===== src/ais_pkg.sv =====
// Package for the converter input-select and pin-configuration register slice.
package ais_pkg;

  // Register byte offsets; a group of four words is plain, clear, set, invert.
  localparam logic [7:0] AIS_CTRL3_ADDR = 8'h00;
  localparam logic [7:0] AIS_CTRL3_CLR_ADDR = 8'h04;
  localparam logic [7:0] AIS_CTRL3_SET_ADDR = 8'h08;
  localparam logic [7:0] AIS_CTRL3_INV_ADDR = 8'h0C;
  localparam logic [7:0] AIS_CHS_ADDR = 8'h10;
  localparam logic [7:0] AIS_CHS_CLR_ADDR = 8'h14;
  localparam logic [7:0] AIS_CHS_SET_ADDR = 8'h18;
  localparam logic [7:0] AIS_CHS_INV_ADDR = 8'h1C;
  localparam logic [7:0] AIS_PCFG_ADDR = 8'h20;
  localparam logic [7:0] AIS_PCFG_CLR_ADDR = 8'h24;
  localparam logic [7:0] AIS_PCFG_SET_ADDR = 8'h28;
  localparam logic [7:0] AIS_PCFG_INV_ADDR = 8'h2C;
  localparam logic [7:0] AIS_SMPCTL_ADDR = 8'h30;
  localparam logic [7:0] AIS_STATUS_ADDR = 8'h34;

  // Writable bit masks; everything else is reserved and reads zero.
  localparam logic [31:0] AIS_CTRL3_MASK = 32'h0000_9FFF;
  localparam logic [31:0] AIS_CHS_MASK = 32'h8F8F_0000;
  localparam logic [31:0] AIS_PCFG_MASK = 32'h0000_FFFF;
  localparam logic [31:0] AIS_SMPCTL_MASK = 32'h0000_1001;
  localparam logic [31:0] AIS_RESET_VALUE = 32'h0000_0000;

  // Field positions inside the input-select and sample-control registers.
  localparam int AIS_MUXB_NEG_BIT = 31;
  localparam int AIS_MUXB_POS_LSB = 24;
  localparam int AIS_MUXA_NEG_BIT = 23;
  localparam int AIS_MUXA_POS_LSB = 16;
  localparam int AIS_ALTERNATE_SAMPLING_ENABLE_BIT = 0;
  localparam int AIS_OFFSET_CALIBRATION_ENABLE_BIT = 12;

  // Register group addressed by bits 7:4 and operation by bits 3:2.
  typedef enum logic [2:0] {
    AIS_T_CTRL3 = 3'h0,
    AIS_T_CHS = 3'h1,
    AIS_T_PCFG = 3'h2,
    AIS_T_SMPCTL = 3'h3,
    AIS_T_STATUS = 3'h4,
    AIS_T_NONE = 3'h5
  } ais_target_e;

  typedef enum logic [1:0] {
    AIS_OP_WRITE = 2'h0,
    AIS_OP_CLEAR = 2'h1,
    AIS_OP_SET = 2'h2,
    AIS_OP_INVERT = 2'h3
  } ais_op_e;

  // Multiplexer setting in use; Gray order A then B.
  typedef enum logic {
    AIS_MUX_A = 1'b0,
    AIS_MUX_B = 1'b1
  } ais_mux_e;

  typedef struct packed {
    ais_target_e target;
    ais_op_e op;
  } ais_decode_s;

  // Route handed to the sample-and-hold input multiplexers.
  typedef struct packed {
    logic [3:0] positive_input;
    logic positive_to_negative_reference;
    logic negative_to_input_one;
  } ais_route_s;

endpackage : ais_pkg


===== src/ais_regs.sv =====
// Input-select, pin-configuration and control-three registers with alias writes.
`timescale 1ns/100ps
module ais_regs
  import ais_pkg::*;
(
  input wire logic clock,
  input wire logic rstn,
  input wire logic [7:0] reg_addr,
  input wire logic [31:0] reg_wdata,
  input wire logic reg_write,
  input wire logic reg_read,
  output logic [31:0] reg_rdata,
  input wire logic sample_strobe,
  input wire logic [15:0] pin_level,
  output logic [15:0] pin_digital_mode,
  output logic [15:0] port_read_data,
  output ais_route_s route,
  output logic [7:0] ctrl3_clock_select,
  output logic [4:0] ctrl3_sample_time,
  output logic ctrl3_rc_clock
);

  // Address decode, shared by the write path and the read path.
  function automatic ais_decode_s decode(input logic [7:0] addr);
    ais_decode_s d;
    d.op = ais_op_e'(addr[3:2]);
    d.target = AIS_T_NONE;
    if (addr[1:0] == 2'h0)
    begin
      case (addr[7:4])
        4'h0: d.target = AIS_T_CTRL3;
        4'h1: d.target = AIS_T_CHS;
        4'h2: d.target = AIS_T_PCFG;
        4'h3:
        begin
          if (addr == AIS_SMPCTL_ADDR)
            d.target = AIS_T_SMPCTL;
          else if (addr == AIS_STATUS_ADDR)
            d.target = AIS_T_STATUS;
        end
        default: d.target = AIS_T_NONE;
      endcase
    end
    return d;
  endfunction : decode

  // Next value of a register under a plain or alias write.
  // Only masked bits ever move, so reserved bits stay zero whatever is written.
  function automatic logic [31:0] apply(input logic [31:0] old, input logic [31:0] wd,
                                        input ais_op_e op, input logic [31:0] mask);
    logic [31:0] sel;
    sel = wd & mask;
    case (op)
      AIS_OP_CLEAR: apply = old & ~sel;
      AIS_OP_SET: apply = old | sel;
      AIS_OP_INVERT: apply = old ^ sel;
      default: apply = (old & ~mask) | sel;
    endcase
  endfunction : apply

  ais_decode_s wr_dec;
  ais_decode_s rd_dec;
  logic [31:0] ctrl3_reg;
  logic [31:0] chs_reg;
  logic [31:0] pcfg_reg;
  logic [31:0] smpctl_reg;
  logic [31:0] ctrl3_next;
  logic [31:0] chs_next;
  logic [31:0] pcfg_next;
  logic [31:0] smpctl_next;
  ais_mux_e mux_reg;
  ais_mux_e mux_next;
  logic [15:0] pin_meta_reg;
  logic [15:0] pin_sync_reg;
  logic [15:0] port_read_reg;
  ais_route_s route_reg;
  ais_route_s route_next;
  logic [31:0] rdata_reg;
  logic alternate_sampling_enable;
  logic offset_calibration_enable;

  assign wr_dec = decode(reg_addr);
  assign rd_dec = decode(reg_addr);
  assign alternate_sampling_enable = smpctl_reg[AIS_ALTERNATE_SAMPLING_ENABLE_BIT];
  assign offset_calibration_enable = smpctl_reg[AIS_OFFSET_CALIBRATION_ENABLE_BIT];

  // Each target computes its whole next word at once, so an alias write
  // is a single read-modify-write that nothing can observe half done.
  always_comb
  begin
    ctrl3_next = ctrl3_reg;
    chs_next = chs_reg;
    pcfg_next = pcfg_reg;
    smpctl_next = smpctl_reg;
    if (reg_write)
    begin
      case (wr_dec.target)
        AIS_T_CTRL3: ctrl3_next = apply(ctrl3_reg, reg_wdata, wr_dec.op, AIS_CTRL3_MASK);
        AIS_T_CHS: chs_next = apply(chs_reg, reg_wdata, wr_dec.op, AIS_CHS_MASK);
        AIS_T_PCFG: pcfg_next = apply(pcfg_reg, reg_wdata, wr_dec.op, AIS_PCFG_MASK);
        AIS_T_SMPCTL:
        begin
          if (wr_dec.op == AIS_OP_WRITE)
            smpctl_next = reg_wdata & AIS_SMPCTL_MASK;
        end
        default: ctrl3_next = ctrl3_reg;
      endcase
    end
  end

  // Register storage, all cleared at power-on.
  always_ff @(posedge clock or negedge rstn)
  begin
    if (!rstn)
    begin
      ctrl3_reg <= AIS_RESET_VALUE;
      chs_reg <= AIS_RESET_VALUE;
      pcfg_reg <= AIS_RESET_VALUE;
      smpctl_reg <= AIS_RESET_VALUE;
    end
    else
    begin
      ctrl3_reg <= ctrl3_next;
      chs_reg <= chs_next;
      pcfg_reg <= pcfg_next;
      smpctl_reg <= smpctl_next;
    end
  end

  // Read data stands one cycle after the strobe; aliases and holes read zero.
  // The status word sits where a clear alias would, so it is let through by target.
  always_ff @(posedge clock or negedge rstn)
  begin
    if (!rstn)
      rdata_reg <= AIS_RESET_VALUE;
    else if (reg_read && (rd_dec.op == AIS_OP_WRITE || rd_dec.target == AIS_T_STATUS))
    begin
      case (rd_dec.target)
        AIS_T_CTRL3: rdata_reg <= ctrl3_reg;
        AIS_T_CHS: rdata_reg <= chs_reg;
        AIS_T_PCFG: rdata_reg <= pcfg_reg;
        AIS_T_SMPCTL: rdata_reg <= smpctl_reg;
        AIS_T_STATUS: rdata_reg <= {31'h0000_0000, mux_reg};
        default: rdata_reg <= AIS_RESET_VALUE;
      endcase
    end
    else
      rdata_reg <= AIS_RESET_VALUE;
  end

  // Setting A is used first; each sample then swaps while alternation is on.
  always_comb
  begin
    mux_next = mux_reg;
    if (!alternate_sampling_enable)
      mux_next = AIS_MUX_A;
    else if (sample_strobe)
    begin
      case (mux_reg)
        AIS_MUX_A: mux_next = AIS_MUX_B;
        AIS_MUX_B: mux_next = AIS_MUX_A;
        default: mux_next = AIS_MUX_A;
      endcase
    end
  end

  always_ff @(posedge clock or negedge rstn)
  begin
    if (!rstn)
      mux_reg <= AIS_MUX_A;
    else
      mux_reg <= mux_next;
  end

  // Route for the sample after this one; calibration wins over the selects.
  always_comb
  begin
    route_next.positive_input = chs_reg[AIS_MUXA_POS_LSB +: 4];
    route_next.positive_to_negative_reference = 1'b0;
    route_next.negative_to_input_one = chs_reg[AIS_MUXA_NEG_BIT];
    if (mux_next == AIS_MUX_B)
    begin
      route_next.positive_input = chs_reg[AIS_MUXB_POS_LSB +: 4];
      route_next.negative_to_input_one = chs_reg[AIS_MUXB_NEG_BIT];
    end
    if (offset_calibration_enable)
    begin
      route_next.positive_input = 4'h0;
      route_next.positive_to_negative_reference = 1'b1;
      route_next.negative_to_input_one = 1'b0;
    end
  end

  always_ff @(posedge clock or negedge rstn)
  begin
    if (!rstn)
      route_reg <= '0;
    else
      route_reg <= route_next;
  end

  // Pin levels come from outside and pass two flops before use.
  always_ff @(posedge clock or negedge rstn)
  begin
    if (!rstn)
    begin
      pin_meta_reg <= 16'h0000;
      pin_sync_reg <= 16'h0000;
    end
    else
    begin
      pin_meta_reg <= pin_level;
      pin_sync_reg <= pin_meta_reg;
    end
  end

  // Per-pin port read: live in digital mode, forced high in analog mode.
  genvar gi;
  generate
    for (gi = 0; gi < 16; gi++)
    begin : g_pin
      always_ff @(posedge clock or negedge rstn)
      begin
        if (!rstn)
          port_read_reg[gi] <= 1'b1;
        else if (pcfg_reg[gi])
          port_read_reg[gi] <= pin_sync_reg[gi];
        else
          port_read_reg[gi] <= 1'b1;
      end
    end
  endgenerate

  // A digital pin feeds ground to the converter; the mux reads this mask.
  assign pin_digital_mode = pcfg_reg[15:0];
  assign port_read_data = port_read_reg;
  assign route = route_reg;
  assign reg_rdata = rdata_reg;
  assign ctrl3_clock_select = ctrl3_reg[7:0];
  assign ctrl3_sample_time = ctrl3_reg[12:8];
  assign ctrl3_rc_clock = ctrl3_reg[15];
endmodule : ais_regs


===== config.mk =====
export PLATFORM = sky130hd
export DESIGN_NAME = ais_regs
export DESIGN_NICKNAME = d
export VERILOG_FILES = /design/src/ais_pkg.sv /design/src/ais_regs.sv
export SDC_FILE = /design/constraint.sdc
export NUM_CORES = 1
export LEC_CHECK = 0
export BUFFER_PORTS_ARGS = -buffer_cell sky130_fd_sc_hd__buf_2
export CORE_ASPECT_RATIO = 0.8
export CORE_MARGIN = 2
export CORE_UTILIZATION = 53
export CTS_BUF_LIST = sky130_fd_sc_hd__clkbuf_2 sky130_fd_sc_hd__clkbuf_4 sky130_fd_sc_hd__clkbuf_8
export CTS_CLUSTER_SIZE = 16
export DETAILED_ROUTE_END_ITERATION = 16
export HOLD_SLACK_MARGIN = 0.15
export PLACE_DENSITY = 0.86
export SKIP_LAST_GASP = 1
export SYNTH_ARGS = -nofsm -noshare
export SYNTH_HDL_FRONTEND = slang
export SYNTH_SLANG_ARGS = --single-unit
export TNS_END_PERCENT = 50

===== constraint.sdc =====
create_clock -name clock -period 1.9 [get_ports clock]
set_input_delay 0.095 -clock clock [delete_from_list [all_inputs] [get_ports clock]]
set_output_delay 0.095 -clock clock [all_outputs]
set_load 0.02 [all_outputs]

==> results.tsv <==
metric	value	unit
DR pass1 iterations	8	
initial antenna violation count	0	
first-pass GRT wire length	31300	µm
NetSw	0.00263	W
pwr/cell area	819	nW/µm²
Sw Ratio	0.307	
port buffer count	138	
status	complete, no violations	
NumNets Final	1068	
# DRC	0	
r2r endpoint	reg_rdata[12]$_DFF_PN0_	
unrepaired setup endpoints after global routing	no	
worst slack, placed	0.389	ns
number of synthesized flops with an enable pin	0	
post-synthesis sequential area ratio	0.517	
asr flop ratio synth	1.00	
sequential power share	0.511	
Max-Cap Viols	0	
CP peak stage delay	0.55	ns
die height	120	µm
Slew HR	0.643	
worst-path cell chain	dlygate4sd3_1 > buf_2 > nor4_4 > nor2b_1 > nand3_1 > mux2_2 > dlygate4sd3_1	
Post-Syn Area	8980	µm²
total wire length	19300	µm
Placed Cells	1079	
clock transition at the registers of the reported paths	0.10	ns
Crit Path Class	in2reg	
Pleak	5.32	nW
worst r2r path cells	4	
commonest register cell after synthesis	dfrtp_1	
Final Max Slew Viols	0	
area delta synth->final	16.3	%
post-route ant nets	0	
vias post-DR	6043	
min Tclk post-route	1.80	ns
routed length per placed instance	16.7	µm
antenna cells	0	
endpoints failing setup	0	
DR iter-0 viols	387	
FP Rows	42	
syn avg cell area	10.9	µm²
VDD IR max	445	µV
Reg2Reg Setup Slack	0.25	ns
Gate power share	0.183	
fillers	1278	
Crit Path Max Fanout	3	
Max Root-Sink Buffers	2	
Synth Net Count	968	
H-tree depth	4	
Root Buffer	clkbuf_8	
synth unique cells	26	
start of the worst register-to-register path	smpctl_reg[12]$_DFFE_PN0P_	
CP max-delay cell	dlygate4sd3_1	
global route overflow	0	
HP Class	in2async	
Final Total Pwr	0.00856	W
CORE AREA	16600	µm²
worst setup margin	0.0953	ns
starting density of the core	0.543	
chip width	150	µm
top-level port count	145	
GRT Total Usage	0.227	
Clk pwr share	0.306	
setup TNS	0	ns
pin count of the biggest net entering global routing	63	
CTS tree	done	
#FFs+latches synth	185	
Internal Power	0.00593	W
Tcrit/Tclk final	0.950	
Final GP Congestion	0.765	
number of global-route vias before repair	6239	
CP Launch Type	input pin	
crit-path leading delay family	buffers and inverters	
Mapped Cells	827	
Crit. End Element	flip-flop	
post-CTS sizing	0	
share of layout cells above drive strength 1	0.268	
Tightest Pin Transition	0.536	ns
WP buf/inv	3	
number of CTS-inserted buffers	17	
Max Freq	554	MHz
Crit path required time	2.24	ns
CTS Sinks	185	
clock latency at the later pin of the worst-skew pair	0.46	ns
final hold violations	0	
commonest non-fill, non-tap cell in the layout	dfrtp_1	
hpwl dp	12600	µm
final std cells w/o fill	1159	
Fin Clk Skew	0.0133	ns
drt via density	5.21	
die area	18000	µm²
Worst Path Arrival	2.15	ns
commonest non-fill, non-tap cells in the layout	169 x dfrtp_1, 136 x buf_2, 102 x nor2_1	
yosys warns	0	
critical path's most frequent cell	dlygate4sd3_1	
-- cell type report --
type	instances	area, µm²	area share
multi-input cells	437	3400	0.326
clock inverters	14	160	0.0153
repair buffers	206	1430	0.137
clock buffers	17	234	0.0224
flip-flops and latches	185	4650	0.445
inverters	80	300	0.0287
well taps	220	275	0.0263
-- metrics by stage --
stage | utilization | hold slack (ns) | instance area [µm²]
global placement | 0.578 | 0.110 | 9570
detailed placement | 0.578 | 0.108 | 9570
finish | 0.632 | 0.176 | 10500
CTS | 0.631 | 0.153 | 10400
floorplan | - | -0.201 | 8980
global route | 0.632 | 0.186 | 10500
-- cell families after synthesis --
logic type | after synthesis | synth area share
muxes | 74 | 0.103
buffers and inverters | 205 | 0.104
and+or+nand+nor | 144 | 0.0730
DFF | 185 | 0.517
adders and majority gates | 80 | 0.111
xor gates and xnor gates | 1 | 0.000975
AOI/OAI and AO/OA | 138 | 0.0894
-- power by group through the flow --
stage / Sequential, W / Clock [W] / Combinational, W
floorplan: 0.00447 / 0 / 0.00103
detailed placement: 0.00445 / 0 / 0.00148
CTS: 0.00438 / 0.00268 / 0.00156
finish: 0.00438 / 0.00262 / 0.00157
global route: 0.00442 / 0.00285 / 0.00176
global placement: 0.00444 / 0 / 0.00140
-- metal layers --
layer  up-vias  part of all wire  GRT usage
met5         -                 0          0
met3        41             0.059     0.0589
met1      2959              0.43      0.290
met2       180              0.48      0.369
met4         0             0.028     0.0970
li1       2863                 -          -
-- worst reg2reg max path: stages (launching register included) --
cell	delay, ns
dfrtp_1	0.54
and3_1	0.21
o221ai_1	0.11
dlygate4sd3_1	0.58
a21oi_1	0.15
-- how the worst max path moves through the flow --
stage | from | endpoint | slack [ns] | cells after the start
after floorplan | pcfg_reg[13]$_DFFE_PN0P_ | pcfg_reg[13]$_DFFE_PN0P_ | 0.50 | 5
after global placement | pcfg_reg[13]$_DFFE_PN0P_ | pcfg_reg[13]$_DFFE_PN0P_ | 0.44 | 5
after detailed placement | chs_reg[23]$_DFFE_PN0P_ | chs_reg[23]$_DFFE_PN0P_ | 0.39 | 5
after CTS | reg_addr[0] | smpctl_reg[0]$_DFFE_PN0P_ | 0.08 | 6
after global routing | reg_addr[0] | smpctl_reg[12]$_DFFE_PN0P_ | 0.02 | 7
final | reg_addr[0] | smpctl_reg[0]$_DFFE_PN0P_ | 0.1 | 7
-- cell usage after synthesis (12+ instances only) --
cell,n,area [µm²]
clkbuf_1,72,270
dfstp_2,16,420
inv_1,80,300
dfrtp_1,169,4230
nand2b_1,17,106
buf_4,37,278
a21oi_1,94,470
mux2_2,30,338
a211oi_1,42,315
mux4_2,12,270
ha_1,80,1000
nor2_1,102,383
buf_2,12,60.1
mux2i_1,32,320
-- repair_timing --
| action | 4_1_cts | 5_1_grt |
|---|---|---|
| hold buffers | 47 | 0 |
| buffers inserted | 0 | 2 |
| hold endpoints to repair | 223 | 0 |
| endpoints found under the setup margin | 0 | 2 |
Note: power is estimated with default switching activity, not from simulation.
